<file path="config.mk">
export PLATFORM = sky130hd
export DESIGN_NAME = psc_top
export DESIGN_NICKNAME = d
export VERILOG_FILES = /design/src/common/psc_pkg.sv /design/src/hdl/psc_top.sv
export VERILOG_INCLUDE_DIRS = /design/src /design/src/common
export SDC_FILE = /design/constraint.sdc
export NUM_CORES = 1
export LEC_CHECK = 0
export BUFFER_PORTS_ARGS = -buffer_cell sky130_fd_sc_hd__clkbuf_2
export CAP_MARGIN = 20
export CORE_MARGIN = 2
export CORE_UTILIZATION = 50
export DETAILED_ROUTE_END_ITERATION = 8
export PLACE_DENSITY_LB_ADDON = 0.2
export SLEW_MARGIN = 20
export SYNTH_ARGS = -nofsm -noshare
export SYNTH_HDL_FRONTEND = slang
export SYNTH_SLANG_ARGS = --single-unit
</file>
<file path="constraint.sdc">
create_clock -name i_sys_clk -period 1.93 [get_ports i_sys_clk]
set_input_delay 0.386 -clock i_sys_clk [delete_from_list [all_inputs] [get_ports i_sys_clk]]
set_output_delay 0.386 -clock i_sys_clk [all_outputs]
set_load 0.01 [all_outputs]
</file>
<file path="src/common/psc_map.svh">
// Offsets, field positions, reset values and timing counts of the status block.
// Assumes the includer is compiled after this header; definitions only.
`ifndef PSC_MAP_SVH
`define PSC_MAP_SVH

// ----------------------------------------------------------------------
// Register address and field positions
// ----------------------------------------------------------------------
`define PSC_ADDR_STATUS 8'hFF
`define PSC_BIT_PEND    7
`define PSC_BIT_WDR     6
`define PSC_BIT_BUS     5
`define PSC_BIT_LVR     4
`define PSC_BIT_SUSP    3
`define PSC_BIT_GIE     2
`define PSC_BIT_RUN     0

// ----------------------------------------------------------------------
// Reset value
// ----------------------------------------------------------------------
`define PSC_RST_POR     8'h11

// ----------------------------------------------------------------------
// Timing
// ----------------------------------------------------------------------
`define PSC_CLK_MHZ     200
`define PSC_BUS_HOLD_US 128
`define PSC_BUS_HOLD_CYC (`PSC_BUS_HOLD_US * `PSC_CLK_MHZ)
`define PSC_WDT_CYC     65536
`define PSC_WAKE_CYC    64

`endif

</file>
<file path="src/common/psc_pkg.sv">
// Types shared by the processor status and control block.
// Assumes psc_map.svh for the numeric layout.
package psc_pkg;

	// ------------------------------------------------------------------
	// Status register layout, bit 7 first
	// ------------------------------------------------------------------
	typedef struct packed {
		logic pend;
		logic watchdog_reset_event;
		logic bus_evt;
		logic low_voltage_reset_event;
		logic susp;
		logic gie;
		logic rsvd;
		logic run;
	} psc_status_s;

	// ------------------------------------------------------------------
	// Processor power and run state
	// ------------------------------------------------------------------
	typedef enum logic [1:0] {
		ST_RUN  = 2'b00,
		ST_SUSP = 2'b01,
		ST_WAKE = 2'b10,
		ST_HALT = 2'b11
	} psc_state_e;

endpackage : psc_pkg

</file>
<file path="src/hdl/psc_top.sv">
// Processor status and control register with reset cause, suspend and halt.
// Assumes CPU strobes are one-cycle pulses synchronous to i_sys_clk.
`timescale 1ns/100ps
`include "psc_map.svh"

module psc_top #(
	parameter logic [15:0] P_BUS_HOLD_CYC = 16'(`PSC_BUS_HOLD_CYC),
	parameter logic [23:0] P_WDT_CYC      = 24'(`PSC_WDT_CYC)
) (
	input  wire logic       i_sys_clk,
	input  wire logic       i_rstn,
	input  wire logic       i_lvr_event,
	input  wire logic       i_wdt_clear,
	input  wire logic [7:0] i_io_addr,
	input  wire logic       i_io_wr,
	input  wire logic       i_io_rd,
	input  wire logic [7:0] i_io_wdata,
	input  wire logic       i_usb_ps2_mode,
	input  wire logic       i_usb_bus_reset,
	input  wire logic       i_ps2_activity,
	input  wire logic       i_irq_pending_any,
	input  wire logic       i_irq_service,
	input  wire logic       i_instr_di,
	input  wire logic       i_instr_ei,
	input  wire logic       i_instr_return_from_interrupt_instruction,
	input  wire logic       i_instr_halt,
	input  wire logic       i_resume_cond,
	output logic      [7:0] o_io_rdata,
	output logic            o_gie,
	output logic            o_cpu_stop,
	output logic            o_suspend,
	output logic            o_wdt_reset,
	output logic            o_pend_clear
);

	localparam logic [15:0] L_WAKE_CYC = 16'(`PSC_WAKE_CYC);
	localparam int          L_WAKE_MAX = `PSC_WAKE_CYC + 2;

	// ------------------------------------------------------------------
	// Address decode
	// ------------------------------------------------------------------
	function automatic logic addr_hit(input logic [7:0] addr);
		addr_hit = (addr == `PSC_ADDR_STATUS);
	endfunction : addr_hit

	psc_pkg::psc_status_s status_r;
	psc_pkg::psc_status_s status_nxt;
	psc_pkg::psc_state_e  state_r;
	psc_pkg::psc_state_e  state_nxt;
	logic [15:0]          bus_cnt_r;
	logic [15:0]          bus_cnt_nxt;
	logic [23:0]          wdt_cnt_r;
	logic [23:0]          wdt_cnt_nxt;
	logic [15:0]          wake_cnt_r;
	logic [15:0]          wake_cnt_nxt;
	logic [7:0]           rdata_nxt;
	logic                 wr_hit;
	logic                 bus_cond;
	logic                 bus_fire;
	logic                 wdt_roll;

	assign wr_hit   = i_io_wr && addr_hit(i_io_addr);
	assign bus_cond = i_usb_ps2_mode ? i_ps2_activity : i_usb_bus_reset;
	assign bus_fire = bus_cond && (bus_cnt_r == P_BUS_HOLD_CYC - 16'h0001);
	assign wdt_roll = (wdt_cnt_r == P_WDT_CYC - 24'h00_0001);

	// ------------------------------------------------------------------
	// Qualifying and watchdog counters
	// ------------------------------------------------------------------
	always_comb begin
		bus_cnt_nxt = bus_cnt_r;
		if (!bus_cond) begin
			bus_cnt_nxt = '0;
		end else if (bus_cnt_r != P_BUS_HOLD_CYC) begin
			bus_cnt_nxt = bus_cnt_r + 16'h0001;
		end
		wdt_cnt_nxt = wdt_cnt_r + 24'h00_0001;
		if (i_wdt_clear || wdt_roll || i_lvr_event) begin
			wdt_cnt_nxt = '0;
		end else if (state_r == psc_pkg::ST_SUSP || state_r == psc_pkg::ST_WAKE) begin
			wdt_cnt_nxt = wdt_cnt_r;
		end
	end

	// ------------------------------------------------------------------
	// Status register and run state
	// ------------------------------------------------------------------
	always_comb begin
		status_nxt      = status_r;
		state_nxt       = state_r;
		wake_cnt_nxt    = wake_cnt_r;
		status_nxt.pend = i_irq_pending_any;
		if (wr_hit) begin
			status_nxt.watchdog_reset_event     = i_io_wdata[`PSC_BIT_WDR];
			status_nxt.bus_evt = i_io_wdata[`PSC_BIT_BUS];
			status_nxt.low_voltage_reset_event     = i_io_wdata[`PSC_BIT_LVR];
			status_nxt.susp    = i_io_wdata[`PSC_BIT_SUSP];
			status_nxt.run     = i_io_wdata[`PSC_BIT_RUN];
		end
		if (bus_fire) begin
			status_nxt.bus_evt = 1'b1;
		end
		if (i_instr_di) begin
			status_nxt.gie = 1'b0;
		end
		if (i_instr_ei || i_instr_return_from_interrupt_instruction) begin
			status_nxt.gie = 1'b1;
		end
		if (i_irq_service) begin
			status_nxt.gie = 1'b0;
		end
		unique case (state_r)
			psc_pkg::ST_RUN: begin
				if (wr_hit && i_io_wdata[`PSC_BIT_SUSP]) begin
					state_nxt = psc_pkg::ST_SUSP;
				end
			end
			psc_pkg::ST_SUSP: begin
				if (i_resume_cond) begin
					state_nxt    = psc_pkg::ST_WAKE;
					wake_cnt_nxt = '0;
				end
			end
			psc_pkg::ST_WAKE: begin
				wake_cnt_nxt = wake_cnt_r + 16'h0001;
				if (wake_cnt_r == L_WAKE_CYC - 16'h0001) begin
					state_nxt       = psc_pkg::ST_RUN;
					status_nxt.susp = 1'b0;
				end
			end
			psc_pkg::ST_HALT: begin
				state_nxt = psc_pkg::ST_HALT;
			end
		endcase
		if (i_instr_halt && state_r == psc_pkg::ST_RUN) begin
			status_nxt.run = 1'b0;
			state_nxt      = psc_pkg::ST_HALT;
		end
		if (i_lvr_event) begin
			status_nxt   = psc_pkg::psc_status_s'(`PSC_RST_POR);
			state_nxt    = psc_pkg::ST_RUN;
			wake_cnt_nxt = '0;
		end else if (wdt_roll) begin
			status_nxt.pend = 1'b0;
			status_nxt.watchdog_reset_event  = 1'b1;
			status_nxt.low_voltage_reset_event  = status_r.low_voltage_reset_event;
			status_nxt.bus_evt = status_r.bus_evt || bus_fire;
			status_nxt.susp = 1'b0;
			status_nxt.gie  = 1'b0;
			status_nxt.rsvd = 1'b0;
			status_nxt.run  = 1'b1;
			state_nxt       = psc_pkg::ST_RUN;
			wake_cnt_nxt    = '0;
		end
		rdata_nxt = 8'h00;
		if (i_io_rd && addr_hit(i_io_addr)) begin
			rdata_nxt = status_r;
		end
	end

	// ------------------------------------------------------------------
	// Registers
	// ------------------------------------------------------------------
	always_ff @(posedge i_sys_clk or negedge i_rstn) begin
		if (!i_rstn) begin
			status_r     <= psc_pkg::psc_status_s'(`PSC_RST_POR);
			state_r      <= psc_pkg::ST_RUN;
			bus_cnt_r    <= '0;
			wdt_cnt_r    <= '0;
			wake_cnt_r   <= '0;
			o_io_rdata   <= 8'h00;
			o_gie        <= 1'b0;
			o_cpu_stop   <= 1'b0;
			o_suspend    <= 1'b0;
			o_wdt_reset  <= 1'b0;
			o_pend_clear <= 1'b0;
		end else begin
			status_r     <= status_nxt;
			state_r      <= state_nxt;
			bus_cnt_r    <= bus_cnt_nxt;
			wdt_cnt_r    <= wdt_cnt_nxt;
			wake_cnt_r   <= wake_cnt_nxt;
			o_io_rdata   <= rdata_nxt;
			o_gie        <= status_nxt.gie;
			o_cpu_stop   <= (state_nxt != psc_pkg::ST_RUN);
			o_suspend    <= (state_nxt == psc_pkg::ST_SUSP);
			o_wdt_reset  <= wdt_roll && !i_lvr_event;
			o_pend_clear <= i_irq_service;
		end
	end
endmodule : psc_top

</file>
Word level (Yosys, flattened, before mapping). Cells that the tools add are included.

Register bits: 78. Latch bits: 0. Bits in writable memories: 0. Memory bits (read-only): 0. Input bits: 32. Output and inout bits: 13. Logic and storage cells: 84. Memories kept: 0.

$add $sub $neg: 3. Multiply operators: 0. Divide/modulo/power cells: 0. Order comparisons: 0. Equality and inequality tests: 13. Shift-type cells: 0. Multiplexer cells: 28. Bitwise gates (word level): 0. Reduce and logical (&&, ||, !) cells: 23.

Operators with widths (number): 16-bit two-way mux (5); 24-bit two-way mux (2); 16-bit by 1-bit adder with 16-bit output, second input constant (2); 16-bit one-hot mux with 2 select lines (1); 24-bit by 1-bit adder with 24-bit output, second input constant (1); 24-bit by 16-bit equality test with 1-bit output, second input constant (1); 8-bit two-way mux (3); 16-bit by 15-bit equality test with 1-bit output, second input constant (1); 16-bit by 6-bit equality test with 1-bit output, second input constant (1); 16-bit by 15-bit inequality test with 1-bit output, second input constant (1); 2-bit two-way mux (6); 4-bit nonzero test (3); 1-bit two-way mux (9); 8-bit equality test, second input constant (1); 2-bit one-hot mux with 4 select lines (1); 1-bit logical AND (6); 2-bit nonzero test (3); 1-bit logical OR (5); 5-bit nonzero test (1); 2-bit by 1-bit equality test with 1-bit output, second input constant (2); 2-bit equality test, second input constant (2); 4-bit two-way mux (1); 2-bit inequality test, second input constant (2); 4-bit inequality test, second input constant (1); other kinds (5) (6).

Longest topological paths before layout. Gate-level depths: netlist of run 1.

Depth after elaboration: 9. Gate-level depth with buffers: 8. Mapped depth without buffers: 7.

Worst setup path after synthesis of run 1. OpenSTA, ideal clock, no wires.

Path type: register -> register. Start: register state_r[1]. End: register wdt_cnt_r[15]. Library setup time: 0.119 ns. Data arrival time: 1.941 ns. Path slack: -0.129 ns. Stages on the path, launching flop included: 9. Period minus slack after synthesis: 2.059 ns. Cell sequence: dfrtp_1 > inv_1 > ha_1 > clkbuf_1 > nand4b_1 > nor4_2 > nand4_1 > xor2_1 > nor2_2.

Cells in the longest elaborated chain, start to end: 3. Elaborated cells between the ends (all ways): 4. Classes of those cells: eq/ne: 3; reduce/logical: 1.

RTL lines: from (decl) (RTL line psc_top.sv:48) `psc_pkg::psc_state_e state_r;`; from (signal assigned) (RTL line psc_top.sv:167) `state_r <= psc_pkg::ST_RUN;`; from (signal assigned) (RTL line psc_top.sv:179) `state_r <= state_nxt;`; 2-bit by 1-bit equality test with 1-bit output / 2-bit equality test (equally long branches) (RTL line psc_top.sv:80) `end else if (state_r == psc_pkg::ST_SUSP || state_r == psc_pkg::ST_WAKE) begin`; 1-bit logical OR (*) (RTL line psc_top.sv:80); 2-bit inequality test (no line) (*); to (signal assigned) (RTL line psc_top.sv:181) `wdt_cnt_r <= wdt_cnt_nxt;`; to (decl) (RTL line psc_top.sv:52) `logic [23:0] wdt_cnt_r;`.

Mark *: on every way between the ends. The rest lies on a longest branch, timed or not. A chain may end at the register's enable or synchronous reset.

Worst setup path in the final report of run 1.
Start: register wdt_cnt_r[16]. End: register wdt_cnt_r[18].

Cells in the longest elaborated chain, start to end: 4. Elaborated cells between the ends (all ways): 7. Classes of those cells: add/sub: 1; eq/ne: 2; mux: 2; reduce/logical: 2.

RTL lines: parallel branches: the longest is 4 deep, another holds 24-bit by 1-bit adder with 24-bit output.

Several ways; the timed one is not identified. The select of a mux whose other input is x is not followed.

==> summary.md, run 1 <==
| Metric | Value |
|---|---|
| Leak | 2.16 nW |
| Worst-path clk slew | 90 ps |
| Final hold violations | 0 |
| Global route total overflow | 0 |
| Final worst path period need | 1830 ps |
| Critical path type | flop to flop |
| Drt pass-1 iters | 4 |
| Internal power | 2.67 mW |
| Footprint of the multi-input gates | 0.00193 mm^2 |
| Vias | 3121 |
| Post-synthesis instance total | 401 |
| Fraction of layout cells with a size suffix above 1 | 25.2% |
| Final instance count without filler cells | 578 |
| Core area | 0.00769 mm^2 |
| WL/cell | 14.0 um |
| Place WS | -2.18 ps |
| Die H | 92.8 um |
| R2r startpoint | wdt_cnt_r[16] |
| FF-to-FF End | wdt_cnt_r[18] |
| Number of global-route vias before repair | 3038 |
| Latest clock arrival within the worst-skew pair | 360 ps |
| Critical Path Source Type | flop |
| Gate power share | 15.4% |
| Core Rows | 32 |
| Switch share | 25.7% |
| Final worst slack | 95.4 ps |
| Max_slew headroom | 63.9% |
| Final core occ | 61.4% |
| Max Cap Viol | 0 |
| Crit path capture type | flop |
| Clk root buf | clkbuf_8 |
| Syn Area/Cell | 9.84 um^2 |
| Area Overhead vs Synth | 19.7% |
| CP Data Required Time | 2170 ps |
| DRC | 0 |
| First-pass GRT wire length | 14200 um |
| CP max FO | 24 |
| DRT iter0 DRCs | 162 |
| Fill cell count | 675 |
| R2r setup slk | 100 ps |
| R2R cell count | 6 |
| Period utilisation layout | 95.1% |
| Post-Syn Nets | 442 |
| Post-synthesis sequential area ratio | 48.9% |
| CTS sink cnt | 77 |
| Dpl cells | 559 |
| Dpl hpwl | 5650 um |
| P per Cell Area | 762 mW/mm^2 |
| Layout Skew | 11.0 ps |
| Async SR Flop Fraction | 100% |
| Critical Path AT | 2080 ps |
| Clock power share | 38.0% |
| Main synth FF type | dfrtp_1 |
| Area of the die | 0.00862 mm^2 |
| GPL Wtd Cong | 0.829 |
| Total GRT Usage | 20.6% |
| CTS H-tree lvls | 3 |
| Antenna diodes | 0 |
| Status | completed |
| Final ANT Viol Nets | 0 |
| Unique masters post-synth | 49 |
| Hold WC Path Type | primary input to async pin |
| Reg area | 0.00193 mm^2 |
| Worst VDD drop | 0.416 mV |
| Deepest clock path buffer count | 2 |
| RSZ-0062 raised after global routing | yes |
| Worst Setup SP | wdt_cnt_r[16] |
| Sw Pwr | 0.926 mW |
| Die Wd | 92.8 um |
| Finish-stage setup viols | 0 |
| Yosys Warn Count | 0 |
| Largest net degree at the start of global routing | 43 |
| Sequential share of power | 46.7% |
| IO Port Bufs | 41 |
| Worst Tran Pin Value | 542 ps |
| Slew Viols, Final | 0 |
| Post-synthesis cell area | 0.00395 mm^2 |
| Initial Util | 51.3% |
| Vias per cell | 5.40 |
| I/O pin count | 45 |
| Initial antenna violation count | 0 |
| Fmax | 0.545 GHz |
| Number of synthesized flops with an enable pin | 0 |
| #FFs+latches synth | 77 |
| TritonCTS clock tree | yes |
| Final WL | 8080 um |
| CTS buffer count | 9 |
| Nets@finish | 512 |
## registers in the layout, indices dropped and copies added, names as in the netlist
| signal | cells |
|---|---|
| o_suspend | 1 |
| wdt_cnt_r | 24 |
| wake_cnt_r | 16 |
| o_cpu_stop | 1 |
| status_r | 7 |
| bus_cnt_r | 16 |
| state_r | 2 |
| o_pend_clear | 1 |
| o_io_rdata | 8 |
| o_wdt_reset | 1 |
## timing repair
item,CTS,global route
gates resized for setup,1,4
pin swaps,0,3
setup buffers,0,3
endpoints found under the setup margin,2,11
hold buffers,0,0
## per-stage QoR
step	total power, mW	instance area (um^2)	hold slack, ps	setup TNS [ps]
2_1_floorplan	2.00	3980	90.4	-115
4_1_cts	3.58	4680	22.9	0
3_5_place_dp	2.21	4450	411	-2.18
3_3_place_gp	2.20	4450	409	0
6_report	3.60	4720	15.4	0
5_1_grt	3.78	4720	42.9	-69.0
## synthesized netlist by cell type, drive strengths merged, types with 6 or more instances
library cell	count	area share, %
dfrtp	75	48
nor2	60	7.0
nand3	29	3.7
nand2	24	2.3
a21oi	21	2.7
xor2	20	4.4
and3	19	3.0
nor3	17	2.2
xnor2	15	3.3
inv	12	1.1
nand4	12	2.1
o21ai	10	1.3
ha	9	2.9
nor4	8	2.0
or3	7	1.1
clkbuf	6	0.57
mux2i	6	1.5
## per-layer routing
layer	wire length [um]	up-vias	GRT usage, %
met1	3920	1499	28.2
met2	3650	62	32.7
met4	140	0	8.09
met3	362	13	3.66
met5	0	-	0
li1	-	1547	-
## worst max-delay path by stage
stage	slack, ps	end
2_1_floorplan	-60	wdt_cnt_r[15]
3_3_place_gp	30	wake_cnt_r[3]
3_5_place_dp	-2	wake_cnt_r[3]
4_1_cts	30	wdt_cnt_r[15]
5_1_grt	-40	wdt_cnt_r[22]
6_report	100	wdt_cnt_r[18]
## logic make-up (layout without fill, tap and decap cells)
| kind of cell | after synthesis | in the layout | synth area share, % |
|---|---|---|---|
| flops | 77 | 77 | 48.9 |
| buf+inv | 23 | 98 | 3.27 |
| xor+xnor | 35 | 35 | 7.77 |
| other cells | 1 | 1 | 0.0950 |
| mux | 6 | 6 | 1.52 |
| compound gates | 50 | 50 | 7.93 |
| fa+ha+maj | 9 | 9 | 2.85 |
| simple gates | 200 | 200 | 27.7 |
## worst max-delay path, stage by stage (launching register included)
cell and delay (ps):
dfrtp_1 390, or4_4 540, nor4_4 180, a31o_4 200
or2_1 140, buf_12 200, nor2_1 70
## layout by cell type (no fill, tap or decap), drive strengths merged, types with 7 or more instances in the layout
master	n
a21oi	21
and3	19
buf	30
clkbuf	50
dfrtp	75
ha	9
inv	12
nand2	24
nand3	29
nand4	12
nor2	60
nor3	17
nor4	8
o21ai	10
or3	7
xnor2	15
xor2	20
## layout make-up
cell class	count	share of cell area (%)
flip-flops and latches	77	40.9
repair buffers	70	9.96
well taps	102	2.70
clock buffers	10	2.91
multi-input cells	301	40.8
clock inverters	6	1.83
inverters	12	0.954
## power by group through the flow
stage | combinational (mW) | clock (mW) | sequential, mW
3_5_place_dp | 0.503 | 0 | 1.71
4_1_cts | 0.510 | 1.40 | 1.68
3_3_place_gp | 0.495 | 0 | 1.71
5_1_grt | 0.616 | 1.48 | 1.68
6_report | 0.553 | 1.37 | 1.68
2_1_floorplan | 0.289 | 0 | 1.71
No activity file was read; power rests on OpenSTA's default activity.
==> run 2: changes to the inputs <==
CORE_UTILIZATION = 53   (was 50)
==> run 2 against run 1 <==
  * Sequential share of layout area rose by 0.39 points
  * Wire length fell by 0.30%
  * Global-route usage rose by 0.50 points
  * Non-clock buffer count rose by 3
  * Clock skew fell by 0.51 ps
  * Final cell count fell by 0.35%
==> summary.md, run 2 (synthesis gave the netlist of run 1 again) <==
| Metric | Value |
|---|---|
| Status | completed (unchanged) |
| RSZ-0062 raised after global routing | yes (unchanged) |
| M3 GR Usage | 3.59% (was 3.66%) |
| Worst VDD drop | 0.378 mV (was 0.416 mV) |
| Critical Path Source Type | flop (unchanged) |
| Worst Tran Pin Value | 606 ps (was 542 ps) |
| CTS sink cnt | 77 (unchanged) |
| Clk root buf | clkbuf_8 (unchanged) |
| Hold WC Path Type | primary input to async pin (unchanged) |
| Nets@finish | 515 (was 512) |
| Final instance count without filler cells | 576 (was 578) |
| Met1 Usage GRT | 30.0% (was 28.2%) |
| Slew Viols, Final | 0 (unchanged) |
| CP max FO | 4 (was 24) |
| Global route hottest layer | met2 (unchanged) |
| Core area | 0.00721 mm^2 (was 0.00769 mm^2) |
| Period utilisation layout | 95.8% (was 95.1%) |
| Crit path capture type | flop (unchanged) |
| Final core occ | 64.8% (was 61.4%) |
| Largest reg by FF count | wdt_cnt_r (unchanged) |
| CP Data Required Time | 2160 ps (was 2170 ps) |
| Dpl hpwl | 5670 um (was 5650 um) |
| Met2 usage | 32.7% (about the same) |
| CP Cell Sequence | inv_2 -> ha_4 -> nand4b_1 -> buf_4 -> nor3_1 -> and3_1 -> xnor2_1 -> nor2_2 (was or4_4 -> nor4_4 -> a31o_4 -> or2_1 -> buf_12 -> nor2_1) |
| Worst-path clk slew | 80 ps (was 90 ps) |
| Total GRT Usage | 21.1% (was 20.6%) |
| First-pass GRT wire length | 13900 um (was 14200 um) |
| Core Rows | 31 (was 32) |
| Area Overhead vs Synth | 18.5% (was 19.7%) |
| Initial antenna violation count | 0 (unchanged) |
| Vias | 3156 (was 3121) |
| Final worst path period need | 1850 ps (was 1830 ps) |
| Slowest stage cell, crit path | dfrtp_1 (was or4_4) |
| Slowest stage delay, CP | 390 ps (was 540 ps) |
| GPL Wtd Cong | 0.808 (was 0.829) |
| Worst Path Buf+Inv | 2 (was 1) |
| Cell Area, Placed | 0.00444 mm^2 (was 0.00445 mm^2) |
| Drt pass-1 iters | 4 (unchanged) |
| Largest register FFs | 24 (unchanged) |
| Global route total overflow | 0 (unchanged) |
| Setup tns final | 0 ps (unchanged) |
| DRC | 0 (unchanged) |
| CTS H-tree lvls | 3 (unchanged) |
| I/O pin count | 45 (unchanged) |
| Finish-stage setup viols | 0 (unchanged) |
| Layout Skew | 10.5 ps (was 11.0 ps) |
| Fin area | 0.00468 mm^2 (was 0.00472 mm^2) |
| Post-CTS Hold Buffers | 0 (unchanged) |
| Critical path type | flop to flop (unchanged) |
| CTS buffer count | 9 (unchanged) |
| Biggest regs | wdt_cnt_r: 24 flops, bus_cnt_r: 16 flops, wake_cnt_r: 16 flops (unchanged) |
| Most frequent cells in the layout | dfrtp_1, nor2_1, clkbuf_2, buf_4, nand3_1 (was dfrtp_1, nor2_1, clkbuf_2, nand3_1, buf_4) |
| Leak | 2.13 nW (was 2.16 nW) |
| P per Cell Area | 681 mW/mm^2 (was 762 mW/mm^2) |
| Total power | 3.19 mW (was 3.60 mW) |
| Final worst slack | 80.2 ps (was 95.4 ps) |
| Commonest non-fill, non-tap cell in the layout | dfrtp_1 (unchanged) |
| TritonCTS clock tree | yes (unchanged) |
| Largest net degree at the start of global routing | 48 (was 43) |
| Die H | 90.3 um (was 92.8 um) |
| Initial Util | 54.7% (was 51.3%) |
| WL/cell | 14.0 um (about the same) |
| Fraction of layout cells with a size suffix above 1 | 25.6% (was 25.2%) |
| Final ANT Viol Nets | 0 (unchanged) |
| Deepest clock path buffer count | 2 (unchanged) |
| Final WL | 8050 um (was 8080 um) |
| Latest clock arrival within the worst-skew pair | 340 ps (was 360 ps) |
| Die Wd | 90.3 um (was 92.8 um) |
| Final hold violations | 0 (unchanged) |
| Max Cap Viol | 0 (unchanged) |
| Area of the die | 0.00815 mm^2 (was 0.00862 mm^2) |
| Antenna diodes | 0 (unchanged) |
| DRT iter0 DRCs | 193 (was 162) |
| Place WS | 18.2 ps (was -2.18 ps) |
| Fmax | 0.541 GHz (was 0.545 GHz) |
| Max_slew headroom | 59.6% (was 63.9%) |
| Vias per cell | 5.48 (was 5.40) |
| IO Port Bufs | 41 (unchanged) |
| Number of global-route vias before repair | 2997 (was 3038) |
| Final hold slack | 45.3 ps (was 15.4 ps) |
| Delay-heaviest family, CP | simple AND/OR/NAND/NOR gates (unchanged) |
| Dpl cells | 557 (was 559) |
| Critical Path AT | 2080 ps (about the same) |
## run 2: area by class of cell
class	instances	area (um^2)
clock buffers	11	131
clock inverters	3	15.0
fillers	637	2540
inverters	12	45.0
multi-input cells	301	1950
flip-flops and latches	77	1930
well taps	99	124
repair buffers	73	484
## run 2: timing repair
item | in CTS | in global routing
resized for setup | 0 | 10
setup buffers | 0 | 5
endpoints found under the setup margin | 0 | 31
## run 2: path summary, 6_finish.rpt
path / start / end / slack [ps] / depth (start not counted)
worst min register to register: status_r[7] / o_io_rdata[7] / 490 / 1
min in group i_sys_clk: i_irq_service / o_pend_clear / 160 / 1
max in group asynchronous: i_rstn / wdt_cnt_r[6] / 1300 / 2
worst max register to register: state_r[0] / wdt_cnt_r[11] / 80 / 8
worst min-delay path: i_rstn / bus_cnt_r[14] / 50 / 1
worst max-delay path: state_r[0] / wdt_cnt_r[11] / 80 / 8
## run 2: power by group
group	switching, mW	leakage, nW	internal [mW]
Combinational	0.289	0.999	0.236
Clock	0.536	0.0788	0.447
Sequential	0.0268	1.06	1.65
## run 2: per-layer routing
metal,up-vias,wire length (um)
li1,1542,-
met1,1517,3690
met2,85,3820
met3,12,406
met4,0,132
met5,-,0
==> run 3: changes to the inputs <==
CELL_PAD_IN_SITES_DETAIL_PLACEMENT = 0   (was unset)
CELL_PAD_IN_SITES_GLOBAL_PLACEMENT = 2   (was unset)
CORE_UTILIZATION = 33   (was 53)
==> run 3 against run 2 <==
  * Final area increased by 6.7%
  * First-iteration DRC count decreased by 7.3%
  * Sequential share of layout area decreased by 2.6 points
  * Critical endpoint unchanged
  * Largest power group is now the clock network
  * Largest cell class is now registers
  * Register-to-register slack got worse by 20 ps
  * Hold slack improved by 130 ps
==> summary.md, run 3 (synthesis gave the netlist of run 1 again) <==
| Metric | Value |
|---|---|
| Final hold violations | 0 (unchanged) |
| Drt pass-1 iters | 4 (unchanged) |
| DRT iter0 DRCs | 179 (was 193) |
| Area Overhead vs Synth | 26.4% (was 18.5%) |
| Cell Area, Placed | 0.00457 mm^2 (was 0.00444 mm^2) |
| Clk root buf | clkbuf_16 (was clkbuf_8) |
| Commonest non-fill, non-tap cell in the layout | dfrtp_1 (unchanged) |
| Crit path capture type | flop (unchanged) |
| Max Cap Viol | 0 (unchanged) |
| Finish-stage setup viols | 0 (unchanged) |
| Dpl cells | 606 (was 557) |
| TritonCTS clock tree | yes (unchanged) |
| Critical path type | flop to flop (unchanged) |
| Initial Util | 34.1% (was 54.7%) |
| I/O pin count | 45 (unchanged) |
| Critical Path Source Type | flop (unchanged) |
| GPL Wtd Cong | 0.800 (was 0.808) |
| Antenna diodes | 0 (unchanged) |
| Slew Viols, Final | 0 (unchanged) |
| Vias | 3081 (was 3156) |
| Largest register FFs | 24 (unchanged) |
| Total power | 4.13 mW (was 3.19 mW) |
| CP max FO | 4 (unchanged) |
| Vias per cell | 4.89 (was 5.48) |
| Die H | 113 um (was 90.3 um) |
| Global route total overflow | 0 (unchanged) |
| Latest clock arrival within the worst-skew pair | 340 ps (about the same) |
| Worst-path clk slew | 60 ps (was 80 ps) |
| Biggest regs | wdt_cnt_r: 24 flops, bus_cnt_r: 16 flops, wake_cnt_r: 16 flops (unchanged) |
| Core Rows | 39 (was 31) |
| RSZ-0062 raised after global routing | yes (unchanged) |
| Worst Tran Pin Value | 530 ps (was 606 ps) |
| CTS H-tree lvls | 3 (unchanged) |
| Critical Path AT | 2100 ps (was 2080 ps) |
| Most frequent cells in the layout | dfrtp_1, nor2_1, clkbuf_2, buf_4, nand3_1 (unchanged) |
| Fill cell count | 1120 (was 637) |
| IO Port Bufs | 41 (unchanged) |
| Final WL | 8970 um (was 8050 um) |
| Final ANT Viol Nets | 0 (unchanged) |
| CP Data Required Time | 2160 ps (about the same) |
| Fraction of layout cells with a size suffix above 1 | 26.1% (was 25.6%) |
| Largest reg by FF count | wdt_cnt_r (unchanged) |
| DRC | 0 (unchanged) |
| Hold WC Path Type | primary input to flop (was primary input to async pin) |
| Period utilisation layout | 96.8% (was 95.8%) |
| CTS buffer count | 9 (unchanged) |
| First-pass GRT wire length | 15200 um (was 13900 um) |
| Largest net degree at the start of global routing | 36 (was 48) |
| Total GRT Usage | 15.0% (was 21.1%) |
| Number of global-route vias before repair | 3005 (was 2997) |
| Status | completed (unchanged) |
| Max_slew headroom | 64.4% (was 59.6%) |
| Worst VDD drop | 0.336 mV (was 0.378 mV) |
| Area of the die | 0.0128 mm^2 (was 0.00815 mm^2) |
| Initial antenna violation count | 0 (unchanged) |
| Fmax | 0.535 GHz (was 0.541 GHz) |
| Die Wd | 113 um (was 90.3 um) |
| Final hold slack | 180 ps (was 45.3 ps) |
| Core area | 0.0116 mm^2 (was 0.00721 mm^2) |
| Leak | 2.28 nW (was 2.13 nW) |
| Deepest clock path buffer count | 2 (unchanged) |
| Final worst path period need | 1870 ps (was 1850 ps) |
| Fin area | 0.00499 mm^2 (was 0.00468 mm^2) |
| Dpl hpwl | 6210 um (was 5670 um) |
| Nets@finish | 523 (was 515) |
| P per Cell Area | 828 mW/mm^2 (was 681 mW/mm^2) |
| WL/cell | 14.2 um (was 14.0 um) |
| CTS sink cnt | 77 (unchanged) |
| Layout Skew | 4.30 ps (was 10.5 ps) |
| Final instance count without filler cells | 630 (was 576) |
## run 3: cell count changes in the layout (fill, tap and decap cells not counted), moves of 2 or more
cell       previous run  this run
clkbuf_16             0        10
clkbuf_8              9         2
buf_4                28        32
buf_12                2         5
bufinv_16             0         2
nand3_1              27        29
## run 3: layout make-up
| type | count | area, um^2 | share of cell area (%) |
|---|---|---|---|
| well taps | 143 | 179 | 3.59 |
| clock inverters | 4 | 70.1 | 1.40 |
| repair buffers | 81 | 598 | 12.0 |
| multi-input cells | 301 | 1910 | 38.3 |
| inverters | 12 | 45.0 | 0.903 |
| flip-flops and latches | 77 | 1930 | 38.7 |
| clock buffers | 12 | 256 | 5.14 |
## run 3: what timing repair did
item | CTS | global route
setup buffers | 0 | 6
resized for setup | 0 | 3
endpoints found under the setup margin | 0 | 26
hold buffers | 1 | 0
endpoints found under the hold margin | 20 | 0
## run 3: worst max-delay path, cell delays in order, from the launching register on
cell and delay, ps:
dfrtp_1 380, inv_2 80, ha_4 200, nand4b_1 260, buf_4 210, nor3_1 220
and3_1 210, xnor2_1 140, nor2_2 40
## run 3: through the flow
| step | utilization [%] | setup TNS (ps) | worst slack, ps |
|---|---|---|---|
| after floorplan | - | -115 | -64.8 |
| after global placement | 39.5 | 0 | 82.1 |
| after detailed placement | 39.5 | 0 | 50.2 |
| after CTS | 42.5 | 0 | 40.6 |
| after global routing | 43.1 | -115 | -44.7 |
| final | 43.1 | 0 | 61.5 |
## run 3: path summary, 6_finish.rpt
| check | to | slack (ps) | cells after the start | startpoint |
|---|---|---|---|---|
| min | o_pend_clear | 180 | 1 | i_irq_service |
| min in group asynchronous | bus_cnt_r[15] | 490 | 2 | i_rstn |
| min reg2reg | o_io_rdata[7] | 480 | 1 | status_r[7] |
| max in group asynchronous | wake_cnt_r[4] | 840 | 3 | i_rstn |
| max reg2reg | wdt_cnt_r[11] | 60 | 8 | state_r[1] |
| max | wdt_cnt_r[11] | 60 | 8 | state_r[1] |
## run 3: power by group
part | leakage [nW] | internal, mW | switching (mW) | total (mW)
Sequential | 1.06 | 1.65 | 0.0260 | 1.68
Clock | 0.163 | 1.20 | 0.664 | 1.86
Combinational | 1.06 | 0.285 | 0.304 | 0.589
Total | 2.28 | 3.14 | 0.994 | 4.13
## run 3: per-layer routing
metal	share of wire, %	vias up	track usage, %	wire length [um]
met5	0	-	0	0
met2	42	51	20.7	3730
met4	2.1	0	6.83	184
met3	3.6	12	3.05	319
li1	-	1570	-	-
met1	53	1448	22.3	4740
